`config.mk`:
```
export PLATFORM = sky130hd
export DESIGN_NAME = serial_led_stream
export DESIGN_NICKNAME = d
export VERILOG_FILES = /design/src/common/lamp_pkg.sv /design/src/hw/serial_led_stream.sv
export SDC_FILE = /design/constraint.sdc
export NUM_CORES = 1
export LEC_CHECK = 0
export ABC_AREA = 1
export BUFFER_PORTS_ARGS = -buffer_cell sky130_fd_sc_hd__buf_2
export CAP_MARGIN = 20
export CORE_MARGIN = 8
export CORE_UTILIZATION = 55
export CTS_BUF_LIST = sky130_fd_sc_hd__clkbuf_8 sky130_fd_sc_hd__clkbuf_16
export CTS_CLUSTER_DIAMETER = 60
export DETAILED_ROUTE_END_ITERATION = 7
export PLACE_DENSITY = 0.75
export REMOVE_ABC_BUFFERS = 1
export SLEW_MARGIN = 20
export SYNTH_ARGS = -nofsm -noshare
export SYNTH_HDL_FRONTEND = slang
export SYNTH_SLANG_ARGS = --single-unit
```
`constraint.sdc`:
```
create_clock -name i_clk -period 10.4 [get_ports i_clk]
set_input_delay 0.52 -clock i_clk [delete_from_list [all_inputs] [get_ports i_clk]]
set_output_delay 0.52 -clock i_clk [all_outputs]
set_load 0.03 [all_outputs]
```
`src/common/lamp_pkg.sv`:
```
// constants and types shared by the serial lamp stream block
// assumes a 200 MHz system clock and a 32-bit apb register port
`default_nettype none
package lamp_pkg;
  localparam int unsigned SYS_CLK_HZ   = 200_000_000;
  localparam int unsigned SHIFT_CLK_HZ = 1_000_000;
  localparam int unsigned HALF_CYCLES  = SYS_CLK_HZ / (2 * SHIFT_CLK_HZ);
  localparam int unsigned DIV_W        = 8;
  localparam logic [DIV_W-1:0] HALF_LAST = DIV_W'(HALF_CYCLES - 1);

  localparam int unsigned FRAME_BITS   = 24;
  localparam int unsigned COMPACT_BITS = 16;
  localparam int unsigned PORTS        = 4;
  localparam logic [4:0] FRAME_LAST    = 5'h17;
  localparam logic [4:0] COMPACT_LAST  = 5'h0f;
  localparam logic [1:0] STRAP_WAIT    = 2'h3;

  // register indices; byte address is four times the index
  localparam logic [4:0] REG_CTRL      = 5'h00;
  localparam logic [4:0] REG_LINK_TEST = 5'h18;
  localparam logic [4:0] REG_OPTION    = 5'h1a;
  localparam logic [4:0] REG_LAMP_CFG  = 5'h1b;
  localparam logic [8:0] IDX_IRQ_STAT  = 9'h080;
  localparam logic [8:0] IDX_IRQ_MASK  = 9'h081;
  localparam logic [8:0] IDX_MODE      = 9'h082;

  localparam logic [15:0] CTRL_RESET      = 16'h1000;
  localparam int unsigned CTRL_AUTONEG    = 12;
  localparam logic [15:0] FORCE_LINK_VAL  = 16'h403c;
  localparam logic [15:0] FORCE_ACT_VAL   = 16'h00aa;
  localparam logic [15:0] FORCE_SPEED_VAL = 16'h2000;
  localparam int unsigned OPT_IRQ_BIT     = 14;
  localparam int unsigned OPT_FDX_BIT     = 15;
  localparam int unsigned SER_EN_BIT      = 4;
  localparam logic [1:0]  SER_EN_PORT     = 2'h1;
  localparam logic [1:0]  PAR_EN_PORT     = 2'h2;

  localparam int unsigned IRQ_FRAME   = 0;
  localparam int unsigned IRQ_COMPACT = 1;

  typedef enum logic [1:0] {OPT_NORMAL, OPT_INTR, OPT_DUPLEX} option_t;

  typedef struct packed {
    logic link;
    logic fast_speed_flag;
    logic full_duplex_flag;
    logic collision;
    logic transmit;
    logic receive;
    logic intr;
  } port_stat_t;
endpackage : lamp_pkg
`default_nettype wire

```
`src/hw/serial_led_stream.sv`:
```
// serial lamp stream: framed 24-bit and compact 16-bit lamp shifters,
// lamp test forcing, parallel lamp gating, apb register port with interrupt.
// assumes status inputs come from logic on i_clk; strap pins are asynchronous.
//
// Design decisions made here: the APB interface to the registers and the register offsets.
`default_nettype none
module serial_led_stream
  import lamp_pkg::*;
(
  input  wire logic                    i_clk,
  input  wire logic                    i_sys_rst,
  input  wire logic                    i_psel,
  input  wire logic                    i_penable,
  input  wire logic                    i_pwrite,
  input  wire logic [11:0]             i_paddr,
  input  wire logic [31:0]             i_pwdata,
  output logic      [31:0]             o_prdata,
  output logic                         o_pready,
  output logic                         o_pslverr,
  output logic                         o_irq,
  input  wire port_stat_t [PORTS-1:0]  i_port_stat,
  input  wire logic                    i_lamp_strap_n,
  input  wire logic                    i_compact_lamp_strap_n,
  input  wire logic                    i_autoneg_strap,
  output logic                         o_lamp_serial_out_n,
  output logic                         o_lamp_shift_clock,
  output logic                         o_lamp_frame_pulse,
  output logic      [PORTS-1:0]        o_link_lamp_n,
  output logic      [PORTS-1:0]        o_activity_lamp_n,
  output logic      [PORTS-1:0]        o_duplex_lamp_n,
  output logic      [PORTS-1:0]        o_speed_lamp_n,
  output logic      [PORTS-1:0]        o_receive_lamp_n,
  output logic      [PORTS-1:0]        o_autoneg_en
);

  function automatic option_t decode_option(input logic [15:0] v);
    if (v[OPT_FDX_BIT])
      return OPT_DUPLEX;
    else if (v[OPT_IRQ_BIT])
      return OPT_INTR;
    else
      return OPT_NORMAL;
  endfunction : decode_option

  // ---------------- strap capture ----------------
  logic [2:0] strap_m_q;
  logic [2:0] strap_s_q;
  logic [1:0] strap_cnt_q;
  logic       strap_done_q;
  logic       hw_serial_q;
  logic       compact_q;

  always_ff @(posedge i_clk or posedge i_sys_rst)
  begin
    if (i_sys_rst)
    begin
      strap_m_q <= 3'h0;
      strap_s_q <= 3'h0;
    end
    else
    begin
      strap_m_q <= {i_autoneg_strap, i_compact_lamp_strap_n, i_lamp_strap_n};
      strap_s_q <= strap_m_q;
    end
  end

  // lamp straps are caught once, after the synchroniser has filled post-release
  always_ff @(posedge i_clk or posedge i_sys_rst)
  begin
    if (i_sys_rst)
    begin
      strap_cnt_q  <= 2'h0;
      strap_done_q <= 1'b0;
      hw_serial_q  <= 1'b0;
      compact_q    <= 1'b0;
    end
    else if (!strap_done_q)
    begin
      strap_cnt_q <= strap_cnt_q + 2'h1;
      if (strap_cnt_q == STRAP_WAIT)
      begin
        strap_done_q <= 1'b1;
        hw_serial_q  <= ~strap_s_q[0];
        compact_q    <= ~strap_s_q[1];
      end
    end
  end

  wire autoneg_pin = strap_s_q[2];

  // ---------------- register file ----------------
  logic [15:0] ctrl_q      [PORTS];
  logic [15:0] link_test_q [PORTS];
  logic [15:0] option_q    [PORTS];
  logic [15:0] lamp_cfg_q  [PORTS];
  logic [1:0]  irq_stat_q;
  logic [1:0]  irq_mask_q;

  wire [8:0] idx       = i_paddr[10:2];
  wire [1:0] idx_port  = idx[6:5];
  wire [4:0] idx_reg   = idx[4:0];
  wire       phy_space = (idx[8:7] == 2'h0) && (i_paddr[11] == 1'b0);
  wire       hit_ctrl  = phy_space && (idx_reg == REG_CTRL);
  wire       hit_link  = phy_space && (idx_reg == REG_LINK_TEST);
  wire       hit_opt   = phy_space && (idx_reg == REG_OPTION);
  wire       hit_cfg   = phy_space && (idx_reg == REG_LAMP_CFG);
  wire       hit_stat  = (i_paddr[11] == 1'b0) && (idx == IDX_IRQ_STAT);
  wire       hit_mask  = (i_paddr[11] == 1'b0) && (idx == IDX_IRQ_MASK);
  wire       hit_mode  = (i_paddr[11] == 1'b0) && (idx == IDX_MODE);
  wire       mapped    = hit_ctrl | hit_link | hit_opt | hit_cfg | hit_stat | hit_mask | hit_mode;
  wire       setup     = i_psel && !i_penable;
  wire       access    = i_psel && i_penable && o_pready;
  wire       wr_ok     = access && i_pwrite && mapped;
  wire       rd_stat   = access && !i_pwrite && hit_stat;

  wire        sw_serial  = lamp_cfg_q[SER_EN_PORT][SER_EN_BIT];
  wire        serial_on  = hw_serial_q | sw_serial;
  wire [31:0] mode_word  = {27'h0, serial_on, sw_serial, hw_serial_q, compact_q, strap_done_q};

  wire [31:0] rd_data =
    hit_ctrl ? {16'h0, ctrl_q[idx_port]}      :
    hit_link ? {16'h0, link_test_q[idx_port]} :
    hit_opt  ? {16'h0, option_q[idx_port]}    :
    hit_cfg  ? {16'h0, lamp_cfg_q[idx_port]}  :
    hit_stat ? {30'h0, irq_stat_q}            :
    hit_mask ? {30'h0, irq_mask_q}            :
    hit_mode ? mode_word                      : 32'h0;

  // no wait state: answer is prepared in the setup cycle so prdata is a flop
  always_ff @(posedge i_clk or posedge i_sys_rst)
  begin
    if (i_sys_rst)
    begin
      o_pready  <= 1'b0;
      o_prdata  <= 32'h0;
      o_pslverr <= 1'b0;
    end
    else
    begin
      o_pready  <= setup;
      o_prdata  <= setup ? rd_data : 32'h0;
      o_pslverr <= setup && !mapped;
    end
  end

  always_ff @(posedge i_clk or posedge i_sys_rst)
  begin
    if (i_sys_rst)
    begin
      for (int p = 0; p < PORTS; p++)
      begin
        ctrl_q[p]      <= CTRL_RESET;
        link_test_q[p] <= 16'h0;
        option_q[p]    <= 16'h0;
        lamp_cfg_q[p]  <= 16'h0;
      end
      irq_mask_q <= 2'h0;
    end
    else if (wr_ok)
    begin
      if (hit_ctrl)
        ctrl_q[idx_port] <= i_pwdata[15:0];
      if (hit_link)
        link_test_q[idx_port] <= i_pwdata[15:0];
      if (hit_opt)
        option_q[idx_port] <= i_pwdata[15:0];
      if (hit_cfg)
        lamp_cfg_q[idx_port] <= i_pwdata[15:0];
      if (hit_mask)
        irq_mask_q <= i_pwdata[1:0];
    end
  end

  // ---------------- effective lamp states ----------------
  logic [PORTS-1:0] eff_link;
  logic [PORTS-1:0] eff_act;
  logic [PORTS-1:0] eff_fdx;
  logic [PORTS-1:0] eff_spd;
  logic [PORTS-1:0] eff_col;
  logic [PORTS-1:0] eff_tx;
  logic [PORTS-1:0] eff_rx;
  logic [PORTS-1:0] slice_irq;
  logic [PORTS-1:0] an_en;

  // forcing only takes effect with the autoneg strap high
  always_comb
  begin
    for (int p = 0; p < PORTS; p++)
    begin
      eff_link[p]  = i_port_stat[p].link |
                     (autoneg_pin && link_test_q[p] == FORCE_LINK_VAL);
      eff_act[p]   = i_port_stat[p].transmit | i_port_stat[p].receive |
                     (autoneg_pin && lamp_cfg_q[p] == FORCE_ACT_VAL);
      eff_fdx[p]   = i_port_stat[p].full_duplex_flag |
                     (autoneg_pin && lamp_cfg_q[p] == FORCE_ACT_VAL);
      eff_spd[p]   = i_port_stat[p].fast_speed_flag |
                     (autoneg_pin && ctrl_q[p] == FORCE_SPEED_VAL);
      eff_col[p]   = i_port_stat[p].collision;
      eff_tx[p]    = i_port_stat[p].transmit;
      eff_rx[p]    = i_port_stat[p].receive;
      slice_irq[p] = i_port_stat[p].intr;
      an_en[p]     = ctrl_q[p][CTRL_AUTONEG];
    end
  end

  wire global_irq = |slice_irq;

  // group bit order: element 0 is serial bit 0 (sent first)
  logic [FRAME_BITS-1:0] frame_word;
  always_comb
  begin
    for (int p = 0; p < PORTS; p++)
    begin
      case (decode_option(option_q[p]))
        OPT_INTR:
          frame_word[p*6 +: 6] = {eff_fdx[p], global_irq, 1'b0, eff_link[p], slice_irq[p], eff_act[p]};
        OPT_DUPLEX:
          frame_word[p*6 +: 6] = {eff_fdx[p], eff_col[p], eff_spd[p], eff_link[p], eff_fdx[p], eff_act[p]};
        default:
          frame_word[p*6 +: 6] = {eff_fdx[p], eff_col[p], eff_spd[p], eff_link[p], eff_tx[p], eff_rx[p]};
      endcase
    end
  end

  // element 0 goes out first: activity 1..4, link, duplex, speed
  wire [COMPACT_BITS-1:0] compact_word = {eff_spd, eff_fdx, eff_link, eff_act};

  // ---------------- shift clock divider ----------------
  logic [DIV_W-1:0] div_q;
  logic             sclk_q;
  wire              half_end  = (div_q == HALF_LAST);
  wire              fall_tick = half_end && sclk_q;
  wire              run       = serial_on | compact_q;

  always_ff @(posedge i_clk or posedge i_sys_rst)
  begin
    if (i_sys_rst)
    begin
      div_q  <= '0;
      sclk_q <= 1'b0;
    end
    else if (!run)
    begin
      div_q  <= '0;
      sclk_q <= 1'b0;
    end
    else
    begin
      div_q <= half_end ? '0 : div_q + DIV_W'(1);
      if (half_end)
        sclk_q <= ~sclk_q;
    end
  end

  // ---------------- framed and compact shifters ----------------
  logic [4:0]            fbit_q;
  logic [FRAME_BITS-1:0] fsnap_q;
  logic [4:0]            cbit_q;
  logic [COMPACT_BITS-1:0] csnap_q;
  wire                   frame_wrap   = fall_tick && (fbit_q == FRAME_LAST);
  wire                   compact_wrap = fall_tick && (cbit_q == COMPACT_LAST);

  // bit counters step on falling shift clock edges; snapshot taken at bit 0
  always_ff @(posedge i_clk or posedge i_sys_rst)
  begin
    if (i_sys_rst)
    begin
      fbit_q  <= 5'h0;
      fsnap_q <= '0;
      cbit_q  <= 5'h0;
      csnap_q <= '0;
    end
    else if (!run)
    begin
      fbit_q <= 5'h0;
      cbit_q <= 5'h0;
      fsnap_q <= frame_word;
      csnap_q <= compact_word;
    end
    else if (fall_tick)
    begin
      fbit_q <= frame_wrap ? 5'h0 : fbit_q + 5'h1;
      cbit_q <= compact_wrap ? 5'h0 : cbit_q + 5'h1;
      if (frame_wrap)
        fsnap_q <= frame_word;
      if (compact_wrap)
        csnap_q <= compact_word;
    end
  end

  // ---------------- pin outputs ----------------
  logic par_en;
  always_comb
  begin
    if (!serial_on)
      par_en = 1'b1;
    else
      par_en = (hw_serial_q && !sw_serial) || lamp_cfg_q[PAR_EN_PORT][SER_EN_BIT];
  end

  wire             ser_active = serial_on && run;
  wire             cmp_data   = csnap_q[cbit_q[3:0]];
  wire [PORTS-1:0] rx_lamp_n  = par_en ? ~eff_rx : {PORTS{1'b1}};

  // compact mode borrows receive lamp bits 0 and 2 as clock and data
  wire [PORTS-1:0] rx_pins = compact_q ?
    {rx_lamp_n[3], ~cmp_data, rx_lamp_n[1], sclk_q} : rx_lamp_n;

  always_ff @(posedge i_clk or posedge i_sys_rst)
  begin
    if (i_sys_rst)
    begin
      o_lamp_serial_out_n <= 1'b1;
      o_lamp_shift_clock  <= 1'b0;
      o_lamp_frame_pulse  <= 1'b0;
      o_link_lamp_n       <= {PORTS{1'b1}};
      o_activity_lamp_n   <= {PORTS{1'b1}};
      o_duplex_lamp_n     <= {PORTS{1'b1}};
      o_speed_lamp_n      <= {PORTS{1'b1}};
      o_receive_lamp_n    <= {PORTS{1'b1}};
      o_autoneg_en        <= {PORTS{1'b1}};
    end
    else
    begin
      o_lamp_serial_out_n <= ser_active ? ~fsnap_q[fbit_q] : 1'b1;
      o_lamp_shift_clock  <= ser_active && sclk_q;
      o_lamp_frame_pulse  <= ser_active && (fbit_q == 5'h0);
      o_link_lamp_n       <= par_en ? ~eff_link : {PORTS{1'b1}};
      o_activity_lamp_n   <= par_en ? ~eff_act  : {PORTS{1'b1}};
      o_duplex_lamp_n     <= par_en ? ~eff_fdx  : {PORTS{1'b1}};
      o_speed_lamp_n      <= par_en ? ~eff_spd  : {PORTS{1'b1}};
      o_receive_lamp_n    <= rx_pins;
      o_autoneg_en        <= an_en;
    end
  end

  // ---------------- interrupt ----------------
  wire [1:0] irq_evt;
  assign irq_evt[IRQ_FRAME]   = frame_wrap && serial_on;
  assign irq_evt[IRQ_COMPACT] = compact_wrap && compact_q;

  // a new event in the clearing read's cycle survives the clear
  always_ff @(posedge i_clk or posedge i_sys_rst)
  begin
    if (i_sys_rst)
    begin
      irq_stat_q <= 2'h0;
      o_irq      <= 1'b0;
    end
    else
    begin
      irq_stat_q <= (rd_stat ? 2'h0 : irq_stat_q) | irq_evt;
      o_irq      <= |(irq_stat_q & irq_mask_q);
    end
  end

endmodule : serial_led_stream
`default_nettype wire

```
==> summary.txt <==
RUN STATUS
------------------------------------------------------------------------------------------
Outcome                                                                       finished, final reports clean

TIMING
------------------------------------------------------------------------------------------
Clock skew                                                                        18.99 ps
Total of endpoints with negative setup slack in the final report                         0
Final Hold Fails                                                                         0
Final-layout setup total negative slack                                               0 ps
Peak Freq                                                                       0.3090 GHz
Worst Tran Pin Value                                                               1171 ps
Final max-slew violation count                                                           0
Final critical-path share of the clock period                                       31.12%
Max_slew headroom                                                                   21.97%
Setup repair after global routing missed its margin                                     no
Final critical path time including I/O delays and setup                            3236 ps

DETAILED ROUTING
------------------------------------------------------------------------------------------
Vias per Instance                                                                    6.287
Remaining number of nets flagged by the antenna check after routing                      0
Total via count in the routed design                                                 17684
Length of the first detailed-routing pass in iterations                                  6
DR DRC count                                                                             0
Per-cell routed wire length                                                       21.36 um
WL final                                                                          60070 um
Initial drt markers                                                                   1928

FINAL LAYOUT
------------------------------------------------------------------------------------------
Area used by multi-input combinational logic                                  0.008018 sq mm
Number of filler cells placed in the layout                                           3030
Fraction of final layout cells with drive strength greater than 1                   12.43%
Nets                                                                                  2409
Area taken by flip-flops and latches                                          0.009445 sq mm
Core Util, Final                                                                    60.28%
Layout overhead on the synthesized area                                             9.014%

CTS
------------------------------------------------------------------------------------------
Clock latency at the later pin of the worst-skew pair                               550 ps
Post-CTS setup repair buffer count                                                       0
Largest buffer count on any clock path                                                   3
Number of H-tree branching levels                                                        2
Number of sinks driven by the clock tree                                               376
CTS root buffer                                                                  clkbuf_16
Post_cts resized                                                                         0
TritonCTS buffer count                                                                  41
Hold buffer count at CTS                                                                 0
CTS tree                                                                             built
Clock edge transition at the registers on the reported setup and hold paths          60 ps

PWR
------------------------------------------------------------------------------------------
Overall power of the completed layout                                             3.270 mW
Internal power summed over all cells                                              2.451 mW
Clock power share                                                                    45.9%
Power density normalized to cell area                                         158.2 mW/mm^2
Total leakage power                                                               10.73 nW
Fraction of power consumed by combinational cells                                     7.8%
Fraction of power consumed by sequential logic                                       46.4%
Switching component of the power                                                  819.5 uW
Switching share of total power                                                      25.06%
Worst vdd ir                                                                   0.0001358 V

SETUP PATH
------------------------------------------------------------------------------------------
Startpoint type of the worst setup path                                               flop
Cell Chain, Critical Path                                                     nor2_1, inv_1, nor2_1, inv_1, nand2_1, nand2_1, nand2_1
Classification of the worst setup path                                             reg2reg
Largest fanout on the critical path                                                     31
Kind of cell adding the most delay to the critical path                       simple AND/OR/NAND/NOR gates
Worst Setup End Kind                                                                  flop
Required time reported for the critical path endpoint                             10870 ps
Number of buffer and inverter stages on the critical path                                2
Slowest cell on the critical path                                                  nand2_1
Worst EP arrival                                                                   3700 ps
CP most frequent cell                                                              nand2_1
Peak per-stage delay on the critical path                                           880 ps

GRT
------------------------------------------------------------------------------------------
Vias in the first global route                                                       16924
GR Util met3                                                                        5.275%
Global routing usage on met2                                                        44.52%
Total grt overflow                                                                       0
Pin count of the biggest net entering global routing                                   257
First-pass GRT wire length                                                        94360 um
GR met1 Demand/Resource                                                             38.15%
Most Crowded Layer GR                                                                 met2
All-Layer GR Usage                                                                  28.71%
Antenna violations before repair                                                         0

SYNTH
------------------------------------------------------------------------------------------
Distinct cell type count of the synthesized netlist                                     50
FF+latch count, synth                                                                  376
Dominant synthesized flop cell                                                     dfrtp_1
Area leader, netlist                                                               dfrtp_1
Async S/R FF share, synth                                                           100.0%
Ys Warns                                                                                 0
Syn Inst Count                                                                        2340
Post-synthesis area per instance                                               8.103 sq um
Number of enable flip-flop cells after synthesis                                         0
Most area-consuming cells after synthesis                                     dfrtp_1 46%, nand2_1 15%, nand4_1 9.7%
Area share of the largest cell type after synthesis                                 45.80%
Post-synthesis cell area                                                      0.01896 sq mm
Sequential fraction of the synthesis area                                           49.82%

DIE
------------------------------------------------------------------------------------------
Vert. Die Dim                                                                     201.7 um
Floorplan Core Area                                                           0.03429 sq mm
Die Outline Area                                                              0.04067 sq mm
Die width                                                                         201.7 um
Standard-cell row count                                                                 68
Effective utilization at floorplan                                                  55.30%
Io pins                                                                                142

RUN
------------------------------------------------------------------------------------------
Max-cap viol count                                                                       0

PLACEMENT
------------------------------------------------------------------------------------------
Total of buffers placed on input and output ports                                      107
Placed wire-length estimate                                                       37300 um
Routability cong.                                                                   0.9331

WORST HOLD PATH
------------------------------------------------------------------------------------------
Worst min path class                                                              in2async

-- cells in the mapped netlist (2+ instances only) --
| master | count |
|---|---|
| nand2_1 | 782 |
| dfrtp_1 | 347 |
| nand4_1 | 295 |
| inv_1 | 129 |
| nor2_1 | 124 |
| clkbuf_1 | 105 |
| o21ai_0 | 76 |
| nand3_1 | 73 |
| a21oi_1 | 54 |
| o22ai_1 | 44 |
| buf_4 | 42 |
| buf_2 | 34 |
| nor3_1 | 31 |
| dfstp_2 | 29 |
| or2_2 | 23 |
| a22oi_1 | 14 |
| o2111ai_1 | 13 |
| inv_2 | 12 |
| nor3b_1 | 10 |
| buf_1 | 9 |
| nand4_2 | 9 |
| buf_6 | 8 |
| nand4_4 | 8 |
| a31oi_1 | 7 |
| nor4_1 | 7 |
| o211ai_1 | 7 |
| o221ai_1 | 6 |
| ha_1 | 5 |
| nor2_4 | 4 |
| a31o_2 | 3 |
| nand3b_1 | 3 |
| nor2_2 | 3 |
| a211oi_1 | 2 |
| a22o_1 | 2 |
| and3_1 | 2 |
| clkinv_1 | 2 |
| o21ai_1 | 2 |
| xor2_1 | 2 |
-- registers in the layout, indices dropped and copies added (netlist names), 4 cells and up --
signal             cells
o_speed_lamp_n         4
option_q              64
o_activity_lamp_n      4
o_autoneg_en           4
fsnap_q               24
lamp_cfg_q            64
csnap_q               16
ctrl_q                60
div_q                  8
o_duplex_lamp_n        4
o_prdata              16
fbit_q                 5
link_test_q           64
o_receive_lamp_n       4
cbit_q                 5
o_link_lamp_n          4
an_en                  4
-- power groups by stage --
stage                     clock (mW)  sequential, mW  combinational [mW]
after floorplan                    0            1.55               0.136
after global placement             0            1.54               0.244
after detailed placement           0            1.54               0.249
after CTS                       1.52            1.52               0.250
after global routing            1.58            1.52               0.277
final                           1.50            1.52               0.254
-- logic make-up (layout without fill, tap and decap cells) --
group,count (synthesis),count (layout),synth area share [%]
compound gates,234,234,7.397
flops,376,376,49.82
buf+inv,343,345,8.235
fa+ha+maj,5,5,0.3299
xor+xnor,3,3,0.1386
other cells,1,17,0.01978
simple gates,1377,1377,34.01
mux,1,1,0.05279
-- layout make-up --
cell class | instances | share of cell area [%]
multi-input combinational | 1636 | 38.79
clock inverter | 27 | 1.156
tap | 455 | 2.754
clock buffer | 49 | 5.605
inverter | 144 | 2.663
antenna | 1 | 0.01211
timing repair buffer | 125 | 3.323
sequential | 376 | 45.70
-- final timing paths --
kind / from / to / slack, ps / depth (start not counted)
max: lamp_cfg_q[36]$_DFFE_PP0P_ / csnap_q[3]$_DFFE_PP0P_ / 7160 / 7
min: i_sys_rst / div_q[2]$_DFF_PP0_ / 40 / 2
max reg2reg: lamp_cfg_q[36]$_DFFE_PP0P_ / csnap_q[3]$_DFFE_PP0P_ / 7160 / 7
min reg2reg: strap_m_q[1]$_DFF_PP0_ / strap_s_q[1]$_DFF_PP0_ / 340 / 0
max in group asynchronous: i_sys_rst / ctrl_q[27]$_DFFE_PP0P_ / 8340 / 4
min in group i_clk: i_autoneg_strap / strap_m_q[2]$_DFF_PP0_ / 90 / 1
-- layout by cell type (no fill, tap or decap), types with 8 or more instances in the layout --
master,Yosys,final
a21oi_1,54,54
a22oi_1,14,14
buf_2,34,107
buf_4,42,16
clkbuf_16,0,43
clkinv_2,0,9
conb_1,1,16
dfrtp_1,347,347
dfstp_2,29,29
inv_1,129,134
inv_2,12,14
nand2_1,782,781
nand3_1,73,73
nand4_1,295,295
nand4_2,9,9
nand4_4,8,8
nor2_1,124,124
nor3_1,31,30
nor3b_1,10,10
o2111ai_1,13,13
o21ai_0,76,76
o22ai_1,44,44
or2_2,23,23
-- metrics by stage --
| step | cells | hold slack (ps) | worst slack [ps] | cell area (sq um) |
|---|---|---|---|---|
| after global placement | 2736 | 334.3 | 6994 | 19270 |
| final | 2813 | 42.21 | 7164 | 20670 |
| after CTS | 2812 | 58.62 | 7281 | 20660 |
| after global routing | 2812 | 68.03 | 7111 | 20670 |
| after detailed placement | 2736 | 334.7 | 6917 | 19270 |
| after floorplan | 2156 | 331.2 | -516.0 | 18000 |
-- worst register-to-register path, stage by stage, from the launching register on --
cell and delay, ps:
dfrtp_1 480, nor2_1 400, inv_1 150, nor2_1 410, inv_1 410, nand2_1 880
nand2_1 300, nand2_1 130
-- metal layers --
metal,part of all wire [%],vias to the layer above
li1,-,7862
met1,40,8544
met2,45,1079
met3,10,199
met4,5.1,0
met5,0,-
Power figures use the tool's default switching activity.
